`src/arsp_defs.svh`:
```
// Constants for the serial result port of the sampling converter.
`ifndef ARSP_DEFS_SVH
`define ARSP_DEFS_SVH

// ----------------------------------------------------------------------------
// Widths and depths
// ----------------------------------------------------------------------------
`define ARSP_RES_W        12
`define ARSP_MSB          11
`define ARSP_WORD_W       14
`define ARSP_FIFO_DEPTH   8
`define ARSP_PIN_W        6

// ----------------------------------------------------------------------------
// Pin synchroniser bit positions and reset values
// ----------------------------------------------------------------------------
`define ARSP_PIN_CONV     0
`define ARSP_PIN_SCLK     1
`define ARSP_PIN_LOAD_N   2
`define ARSP_PIN_MSB_INVERT_SEL     3
`define ARSP_PIN_LSB_INVERT_SEL     4
`define ARSP_PIN_FREEZE   5
`define ARSP_PIN_RST      6'h04

// ----------------------------------------------------------------------------
// Result codes
// ----------------------------------------------------------------------------
`define ARSP_CODE_ZERO    12'h000
`define ARSP_CODE_FULL    12'hFFF
`define ARSP_LSB_MASK     12'h7FF
`define ARSP_MSB_MASK     12'h800

`endif

```
`src/arsp_pkg.sv`:
```
// Types shared by the serial result port modules.
`include "arsp_defs.svh"

package arsp_pkg;

   // -------------------------------------------------------------------------
   // One conversion result with its range flags
   // -------------------------------------------------------------------------
   typedef struct packed {
      logic                     ovr;
      logic                     und;
      logic [`ARSP_RES_W-1:0]   code;
   } arsp_word_t;

endpackage : arsp_pkg

```
`src/arsp_word_if.sv`:
```
// Valid/ready carrier for result words between the port modules.
`timescale 1ns/1ns
`default_nettype none

interface arsp_word_if #(
   parameter int W = 14
);
   logic           valid;
   logic           ready;
   logic [W-1:0]   data;

   modport src (output valid, output data, input ready);
   modport snk (input valid, input data, output ready);
endinterface : arsp_word_if

`default_nettype wire

```
`src/arsp_port.sv`:
```
// Output side of the converter: sampling, formatting and serial result port.
`timescale 1ns/1ns
`default_nettype none
`include "arsp_defs.svh"

module arsp_port
   import arsp_pkg::*;
(
   input  wire logic                     ref_clk,
   input  wire logic                     rst,
   input  wire logic                     conv_clk,
   input  wire logic [`ARSP_RES_W-1:0]   sample_code,
   input  wire logic                     below_bottom_ref,
   input  wire logic                     above_top_ref,
   input  wire logic                     msb_invert_sel,
   input  wire logic                     lsb_invert_sel,
   input  wire logic                     load_strobe_n,
   input  wire logic                     shift_clk,
   input  wire logic                     freeze_results,
   output var  logic                     serial_result_out,
   output var  logic                     underrange_flag,
   output var  logic                     overrange_flag,
   output var  logic                     sample_phase,
   output var  logic                     sample_overrun
);

   // -------------------------------------------------------------------------
   // State
   // -------------------------------------------------------------------------
   typedef struct packed {
      logic                    conv_q;
      logic                    sclk_q;
      arsp_word_t              stage1;
      arsp_word_t              stage2;
      arsp_word_t              latch;
      logic [`ARSP_RES_W-1:0]  shreg;
      logic                    phase;
      logic                    overrun;
   } arsp_port_st_t;

   arsp_port_st_t st_ff;
   arsp_port_st_t nxt_st;

   // -------------------------------------------------------------------------
   // Pin synchronisers
   // -------------------------------------------------------------------------
   logic [`ARSP_PIN_W-1:0] pins;
   logic                   conv_s;
   logic                   sclk_s;
   logic                   load_n_s;
   logic                   msb_invert_sel_s;
   logic                   lsb_invert_sel_s;
   logic                   freeze_s;

   // The invert stages reset low so a floating select reads as straight binary.
   arsp_sync #(
      .W       (`ARSP_PIN_W),
      .RST_VAL (`ARSP_PIN_RST)
   ) u_sync (
      .ref_clk  (ref_clk),
      .rst      (rst),
      .pin_in   ({freeze_results, lsb_invert_sel, msb_invert_sel,
                  load_strobe_n, shift_clk, conv_clk}),
      .pin_sync (pins)
   );

   assign conv_s   = pins[`ARSP_PIN_CONV];
   assign sclk_s   = pins[`ARSP_PIN_SCLK];
   assign load_n_s = pins[`ARSP_PIN_LOAD_N];
   assign msb_invert_sel_s   = pins[`ARSP_PIN_MSB_INVERT_SEL];
   assign lsb_invert_sel_s   = pins[`ARSP_PIN_LSB_INVERT_SEL];
   assign freeze_s = pins[`ARSP_PIN_FREEZE];

   // -------------------------------------------------------------------------
   // Edge events
   // -------------------------------------------------------------------------
   logic conv_fall;
   logic conv_rise;
   logic sclk_rise;
   logic advance;

   assign conv_fall = st_ff.conv_q && !conv_s;
   assign conv_rise = !st_ff.conv_q && conv_s;
   assign sclk_rise = !st_ff.sclk_q && sclk_s;
   // Freezing stalls the whole output pipe, so the FIFO takes up the slack.
   assign advance   = conv_rise && !freeze_s;

   // -------------------------------------------------------------------------
   // Sample capture and result FIFO
   // -------------------------------------------------------------------------
   arsp_word_if #(.W(`ARSP_WORD_W)) smp_if ();
   arsp_word_if #(.W(`ARSP_WORD_W)) pipe_if ();
   arsp_word_t  smp_word;
   arsp_word_t  head_word;

   // Underrange wins if the comparators ever report both at once.
   always_comb begin
      smp_word      = '0;
      smp_word.und  = below_bottom_ref;
      smp_word.ovr  = above_top_ref && !below_bottom_ref;
      if (below_bottom_ref) begin
         smp_word.code = `ARSP_CODE_ZERO;
      end else if (above_top_ref) begin
         smp_word.code = `ARSP_CODE_FULL;
      end else begin
         smp_word.code = sample_code;
      end
   end

   assign smp_if.valid  = conv_fall;
   assign smp_if.data   = smp_word;
   assign pipe_if.ready = advance;
   assign head_word     = pipe_if.data;

   arsp_fifo #(
      .W     (`ARSP_WORD_W),
      .DEPTH (`ARSP_FIFO_DEPTH)
   ) u_fifo (
      .ref_clk (ref_clk),
      .rst     (rst),
      .wr      (smp_if),
      .rd      (pipe_if)
   );

   // -------------------------------------------------------------------------
   // Output formatting
   // -------------------------------------------------------------------------
   arsp_word_t fmt_word;

   always_comb begin
      fmt_word      = st_ff.stage2;
      fmt_word.code = st_ff.stage2.code
                      ^ (msb_invert_sel_s ? `ARSP_MSB_MASK : `ARSP_CODE_ZERO)
                      ^ (lsb_invert_sel_s ? `ARSP_LSB_MASK : `ARSP_CODE_ZERO);
   end

   // -------------------------------------------------------------------------
   // Next state
   // -------------------------------------------------------------------------
   always_comb begin
      nxt_st         = st_ff;
      nxt_st.conv_q  = conv_s;
      nxt_st.sclk_q  = sclk_s;
      nxt_st.phase   = conv_s;
      nxt_st.overrun = conv_fall && !smp_if.ready;
      // Half a cycle in the FIFO plus two rising edges gives 2.5 cycles.
      if (advance) begin
         if (pipe_if.valid) begin
            nxt_st.stage1 = head_word;
         end
         nxt_st.stage2 = st_ff.stage1;
         // Inverts are applied only here, at the output latch.
         nxt_st.latch  = fmt_word;
      end
      if (!load_n_s) begin
         nxt_st.shreg = st_ff.latch.code;
      end else if (sclk_rise) begin
         nxt_st.shreg = {st_ff.shreg[`ARSP_MSB-1:0], 1'b0};
      end
   end

   always_ff @(posedge ref_clk or posedge rst) begin
      if (rst) begin
         st_ff          <= '0;
      end else begin
         st_ff <= nxt_st;
      end
   end

   // -------------------------------------------------------------------------
   // Outputs
   // -------------------------------------------------------------------------
   assign serial_result_out = st_ff.shreg[`ARSP_MSB];
   assign underrange_flag   = st_ff.latch.und;
   assign overrange_flag    = st_ff.latch.ovr;
   assign sample_phase      = st_ff.phase;
   assign sample_overrun    = st_ff.overrun;
endmodule : arsp_port

`default_nettype wire

```
`src/arsp_sync.sv`:
```
// Two-flop synchroniser for a group of pin inputs.
`timescale 1ns/1ns
`default_nettype none

module arsp_sync #(
   parameter int           W       = 6,
   parameter logic [W-1:0] RST_VAL = '0
) (
   input  wire logic          ref_clk,
   input  wire logic          rst,
   input  wire logic [W-1:0]  pin_in,
   output var  logic [W-1:0]  pin_sync
);
   typedef struct packed {
      logic [W-1:0] stage1;
      logic [W-1:0] stage2;
   } arsp_sync_st_t;

   arsp_sync_st_t st_ff;
   arsp_sync_st_t nxt_st;

   // The first stage feeds only the second stage.
   always_comb begin
      nxt_st        = st_ff;
      nxt_st.stage1 = pin_in;
      nxt_st.stage2 = st_ff.stage1;
   end

   always_ff @(posedge ref_clk or posedge rst) begin
      if (rst) begin
         st_ff <= {RST_VAL, RST_VAL};
      end else begin
         st_ff <= nxt_st;
      end
   end

   assign pin_sync = st_ff.stage2;
endmodule : arsp_sync

`default_nettype wire

```
`src/arsp_fifo.sv`:
```
// Small synchronous FIFO with valid/ready on both sides.
`timescale 1ns/1ns
`default_nettype none

module arsp_fifo #(
   parameter int W     = 14,
   parameter int DEPTH = 8
) (
   input  wire logic  ref_clk,
   input  wire logic  rst,
   arsp_word_if.snk   wr,
   arsp_word_if.src   rd
);
   localparam int AW = $clog2(DEPTH);

   typedef struct packed {
      logic [DEPTH-1:0][W-1:0] mem;
      logic [AW-1:0]           wp;
      logic [AW-1:0]           rp;
      logic [AW:0]             cnt;
   } arsp_fifo_st_t;

   arsp_fifo_st_t st_ff;
   arsp_fifo_st_t nxt_st;
   logic          push;
   logic          pop;

   assign wr.ready = (st_ff.cnt != (AW+1)'(DEPTH));
   assign rd.valid = (st_ff.cnt != '0);
   assign rd.data  = st_ff.mem[st_ff.rp];
   assign push     = wr.valid && wr.ready;
   assign pop      = rd.valid && rd.ready;

   always_comb begin
      nxt_st = st_ff;
      if (push) begin
         nxt_st.mem[st_ff.wp] = wr.data;
         nxt_st.wp            = (st_ff.wp == AW'(DEPTH-1)) ? '0 : st_ff.wp + 1'b1;
      end
      if (pop) begin
         nxt_st.rp = (st_ff.rp == AW'(DEPTH-1)) ? '0 : st_ff.rp + 1'b1;
      end
      case ({push, pop})
         2'b10:   nxt_st.cnt = st_ff.cnt + 1'b1;
         2'b01:   nxt_st.cnt = st_ff.cnt - 1'b1;
         default: nxt_st.cnt = st_ff.cnt;
      endcase
   end

   always_ff @(posedge ref_clk or posedge rst) begin
      if (rst) begin
         st_ff <= '0;
      end else begin
         st_ff <= nxt_st;
      end
   end
endmodule : arsp_fifo

`default_nettype wire

```
`config.mk`:
```
export PLATFORM = sky130hd
export DESIGN_NAME = arsp_port
export DESIGN_NICKNAME = d
export VERILOG_FILES = /design/src/arsp_pkg.sv /design/src/arsp_word_if.sv /design/src/arsp_port.sv /design/src/arsp_sync.sv /design/src/arsp_fifo.sv
export VERILOG_INCLUDE_DIRS = /design/src
export SDC_FILE = /design/constraint.sdc
export NUM_CORES = 1
export LEC_CHECK = 0
export ABC_AREA = 0
export ABC_CLOCK_PERIOD_IN_PS = 7800
export BUFFER_PORTS_ARGS = -buffer_cell sky130_fd_sc_hd__buf_2
export CAP_MARGIN = 20
export CORE_ASPECT_RATIO = 1.1
export CORE_MARGIN = 3
export CORE_UTILIZATION = 50
export CTS_CLUSTER_SIZE = 10
export DETAILED_ROUTE_END_ITERATION = 7
export GPL_TIMING_DRIVEN = 0
export PLACE_DENSITY = 0.66
export SLEW_MARGIN = 0
export SYNTH_ARGS = -nofsm -noshare
export SYNTH_HDL_FRONTEND = slang
export SYNTH_HIERARCHICAL = 1
export SYNTH_SLANG_ARGS = --single-unit
```
`constraint.sdc`:
```
create_clock -name ref_clk -period 7.8 [get_ports ref_clk]
set_input_delay 1.56 -clock ref_clk [delete_from_list [all_inputs] [get_ports ref_clk]]
set_output_delay 1.56 -clock ref_clk [all_outputs]
set_load 0.02 [all_outputs]
```
# Word-level counts from Yosys, hierarchy flattened
# Cells that the tools add are included.
# W data, S select, Z words.
# word_totals
wordCells	73
in_bits	22
regBits	191
out_inout_bits	5
# op_classes
n_eq_ne	6
reduce_logical	18
n_addsub	4
n_bitwise	2
n_mux	14
order_cmp	3
# op_table
cell	count
$bwmux W112	1
$mux W12	5
$bmux W14 S3	1
$demux W14 S3	1
$mux W14	2
$xor A12 B11 Y12	1
$xor A12 B12 Y12	1
$mux W11	1
$logic_and A1 B1 Y1	9
$lt A3 B4 Y1 const B	2
$pmux W4 S2	1
$add A3 B1 Y3 const B	2
$eq A3 B3 Y1 const B	2
$logic_not A1 Y1	6
$mux W3	2
$add A4 B1 Y4 const B	1
$ne A4 B4 Y1 const B	1
$reduce_bool A4 Y1	1
$sub A4 B1 Y4 const B	1
$ge A3 B1 Y1 const B	1
$eq A2 B1 Y1 const B	1
$eq A2 B2 Y1 const B	1
$ne A2 B2 Y1 const B	1
$reduce_and A2 Y1	1
$reduce_bool A2 Y1	1

# Longest topological paths before layout
# depth
depth_word	6
ltp_mapped	12
ltp_nobuf	10

# Hierarchy
# The synthesis kept the hierarchy.
# by_module_without_submodules
module	cells_each	n_inst	seq_area_each_um2	area_each_um2
arsp_fifo	347	1	3052.9	5794.3
arsp_port	204	1	1426.4	2547.4
arsp_sync	13	1	302.8	306.5

# Worst setup path after synthesis
# OpenSTA, ideal clock, no wires.
# synth_timing
path_type	in2reg
startpoint	input port above_top_ref
endpoint	register u_fifo/st_ff[109] (netlist name)
cell_stages	4
setup_ps	66
required_ps	7734
arrival_ps	2352
path_buffers	1
path_slack_ps	5383
path_cell_list	buf_1 -> nor2_1 -> nor2_1 -> mux2_2
# synth_between
elab_chain_len	3
# synth_lines
element	line	source
from (decl)	arsp_port.sv:14	input wire logic above_top_ref,
$mux W12	arsp_port.sv:103	end else if (above_top_ref) begin
$mux W12	arsp_port.sv:101	if (below_bottom_ref) begin
named net smp_if.data[1]	arsp_word_if.sv:10	logic [W-1:0] data;
$bwmux W112	arsp_fifo.sv:37	nxt_st.mem[st_ff.wp] = wr.data;
to (signal assigned)	arsp_fifo.sv:54	st_ff <= nxt_st;
to (decl)	arsp_fifo.sv:23	arsp_fifo_st_t st_ff;
# The timed path passes the listed nets, and every way through them passes these cells.
# A chain may end at the register's enable or synchronous reset.

==> key figures <==
Logic synthesis
  • Synthesized area per cell: 15.3 um^2
  • Net count of the mapped netlist: 593
  • Synth warn: 6
  • Syn Inst Count: 564
  • Top cell type's share of synthesized area: a little over half
  • Yosys top cell by area: dfrtp_1
  • Seq/Total Area, Yosys: 55.3%
  • Yosys cell types: 42
  • Most frequent cell after synthesis: dfrtp_1
  • Synthesized cell area: approximately 0.0086 mm^2
  • Most frequent cells after synthesis: 189 x dfrtp_1, 115 x mux2_2, 40 x mux2_4, 28 x mux4_2, 26 x nor2_1
  • Flops & latches, synth: 191
  • Main area contributors after synthesis: dfrtp_1 55%, mux2_2 15%, mux4_2 7.3%
  • Post-synth EDFFs: 0
  • Async SR Flop Fraction: 100%
  • Top_reg_cell synth: dfrtp_1

Clock tree
  • Clk root buf: clkbuf_16
  • Clk slew on worst S/H paths: 70 ps
  • Clock Latency Late Sink: 420 ps
  • Num CTS Buffers: 17
  • CTS tree: built
  • H-Tree Depth: 4
  • Clock Sinks: 191
  • Postcts setup bufs: 0
  • CTS Hold Bufs: 0
  • PostCTS Resize Cnt: 0
  • Bufs on Longest Clock Path: 2

Floorplanning
  • Core ar.: 0.0167 mm^2
  • Rows: slightly below 50
  • Die Span X: 131 um
  • Die Footprint: 0.0189 mm^2
  • Initial Utilization: 51.9%
  • Die Y: 144 um
  • I/O pin count: 27

Detailed routing
  • Initial DRC count: 257
  • Routed Antenna Nets: 0
  • Max Used Layer: met4
  • Number of vias per cell: 5.47
  • Drt pass-1 iters: 4
  • Residual DRC: 0
  • Final WL: 16,200 um
  • Met3 WL post-DR: 489 um
  • Met2 routed WL: 8080 um
  • Drt wl/cell: ~19 um
  • Via count: 4,670
  • M1 wire length: 7370 um

Pwr
  • Worst vdd ir: 0.193 mV
  • Power Density: 385 mW/mm^2
  • LEAKAGE: 0.00436 uW
  • Total power: about 3700 uW

Critical path
  • Worst Path Max Fanout: 10
  • WP buf/inv: 2
  • R2r endpoint: st_ff[52]$_DFFE_PP0P_
  • CP startpoint kind: flop
  • Critical path endpoint category: flop
  • Worst Reg-to-Reg Cells: 5
  • CP delay by family, top: buffers and inverters
  • Critical path class: reg -> reg
  • Slowest Stage Delay on Critical Path: roughly 660 ps
  • Worst Path Arrival: 3000 ps
  • Worst endpoint required time: 8110 ps
  • CP cell instances: clkbuf_1 > buf_1 > mux4_2 > mux2_2 > mux2_1
  • Worst path slowest cell: clkbuf_1
  • Reg2reg setup slack: 5110 ps
  • Launching point of the worst reg2reg path: u_fifo/st_ff[5]$_DFFE_PP0P_

Job
  • # Max-Cap Violations: 0

Worst hold path
  • Worst Hold Class: reg -> reg
  • Hold path depth: 0
  • Hold EP: u_sync/pin_sync[2]$_DFF_PP1_
  • Min-delay src: u_sync/nxt_st[2]$_DFF_PP1_

Timing
  • Tmin final: approximately 2700 ps
  • Unrepaired setup endpoints after global routing: no
  • Max-slew violations: 0
  • Fin crit share: 34.5%
  • Slew headroom: 43.3%
  • Max Clk Rate: 372 MHz
  • Clk_skew: 7.59 ps
  • Setup TNS: 0 ps
  • Final hold vios: 0
  • Worst slew pin tran: 850 ps
  • Final setup viols: 0

Place
  • Placer Congestion: slightly below 0.8
  • Placed cell areas: 0.00912 mm^2
  • Post-detail-place hpwl: 10,900 um
  • Port bufs: 26

Global routing
  • Pin count of the biggest net entering global routing: 78
  • Grt total ovfl: 0
  • Vias in the first global route: 5,162
  • Initial antenna violation count: 0
  • All-Layer GR Usage: 18.6%
  • First-pass GRT wire length: 27,500 um

Cells and area
  • # diodes: 0
  • Share of cells above drive strength 1: 44.7%
  • Design area: between 0.009 and 0.01 mm^2
  • Nets: 640
  • Area Growth Syn to Fin: 12.5%

Status
  • Run status: completed
final cells by class:
type / count / area (um^2)
clock inverter: 13 / 163
fill: 1370 / 6940
inverter: 17 / 76.3
tap: 229 / 287
multi-input combinational: 323 / 3580
buffer: 33 / 213
clock buffer: 19 / 453
sequential: 191 / 4780
timing repair buffer: 28 / 178
worst register-to-register path, stage by stage (launching register included):
cell      delay, ps
dfrtp_1         380
clkbuf_1        660
buf_1           570
mux4_2          390
mux2_2          280
mux2_1          290
registers in the layout, summed over array words and instances, names as in the netlist:
register and flops:
fmt_word 2, overrange_flag 1, sample_overrun 1, sample_phase 1
serial_result_out 1, st_ff 50, u_fifo/st_ff 122, u_sync/nxt_st 6
u_sync/pin_sync 6, underrange_flag 1
cell families (layout without fill, tap and decap cells):
family	count (synthesis)	after routing	synth area share, %
AO/OA/AOI/OAI	20	20	1.74
XOR/XNOR	17	17	1.72
flip-flops	191	191	55.3
adder cells (fa/ha/maj)	7	7	1.01
buffers and inverters	50	110	3.28
AND/OR/NAND/NOR	81	81	5.96
multiplexers	198	198	31.0
how the worst max path moves through the flow:
stage | startpoint | end | slack (ps) | cells after the start
detailed placement | below_bottom_ref | u_fifo/st_ff[117]$_DFFE_PP0P_ | 4690 | 4
CTS | u_fifo/st_ff[5]$_DFFE_PP0P_ | st_ff[52]$_DFFE_PP0P_ | 5080 | 5
global route | sample_phase$_DFF_PP0_ | u_fifo/st_ff[2]$_DFFE_PP0P_ | 4970 | 12
finish | u_fifo/st_ff[5]$_DFFE_PP0P_ | st_ff[52]$_DFFE_PP0P_ | 5110 | 5
global placement | rst | u_fifo/st_ff[55]$_DFFE_PP0P_ | 1740 | 2
floorplan | rst | u_fifo/st_ff[0]$_DFFE_PP0P_ | 3000 | 1
power breakdown:
part / switching, uW / total, uW / internal, uW
Sequential: 236 / 1650 / 1410
Clock: 366 / 888 / 522
Combinational: 474 / 1210 / 733
Total: 1080 / 3740 / 2670
cells in the final DEF (no fill, tap or decap), types with 11 or more instances in the layout:
master	n
buf_2	33
clkbuf_16	17
dfrtp_1	189
inv_1	14
mux2_2	115
mux2_4	40
mux2i_1	12
mux4_2	28
nand2_1	20
nand4b_1	11
nor2_1	26
o221ai_1	11
xnor2_1	13
through the flow:
stage | hold slack, ps | cells | utilization, % | setup slack [ps]
2_1_floorplan | 331 | 564 | - | 3000
3_3_place_gp | 333 | 819 | 54.4 | 1740
3_5_place_dp | 340 | 821 | 54.7 | 4690
4_1_cts | 362 | 853 | 58.4 | 5080
5_1_grt | 364 | 853 | 58.4 | 4970
6_report | 359 | 853 | 58.4 | 5110
metal layers:
| metal | GRT usage [%] | vias to the layer above |
|---|---|---|
| li1 | - | 2135 |
| met1 | 24.6 | 2435 |
| met2 | 31.3 | 82 |
| met3 | 3.68 | 18 |
| met4 | 6.25 | 0 |
| met5 | 0 | - |
No activity file was read; power rests on OpenSTA's default activity.
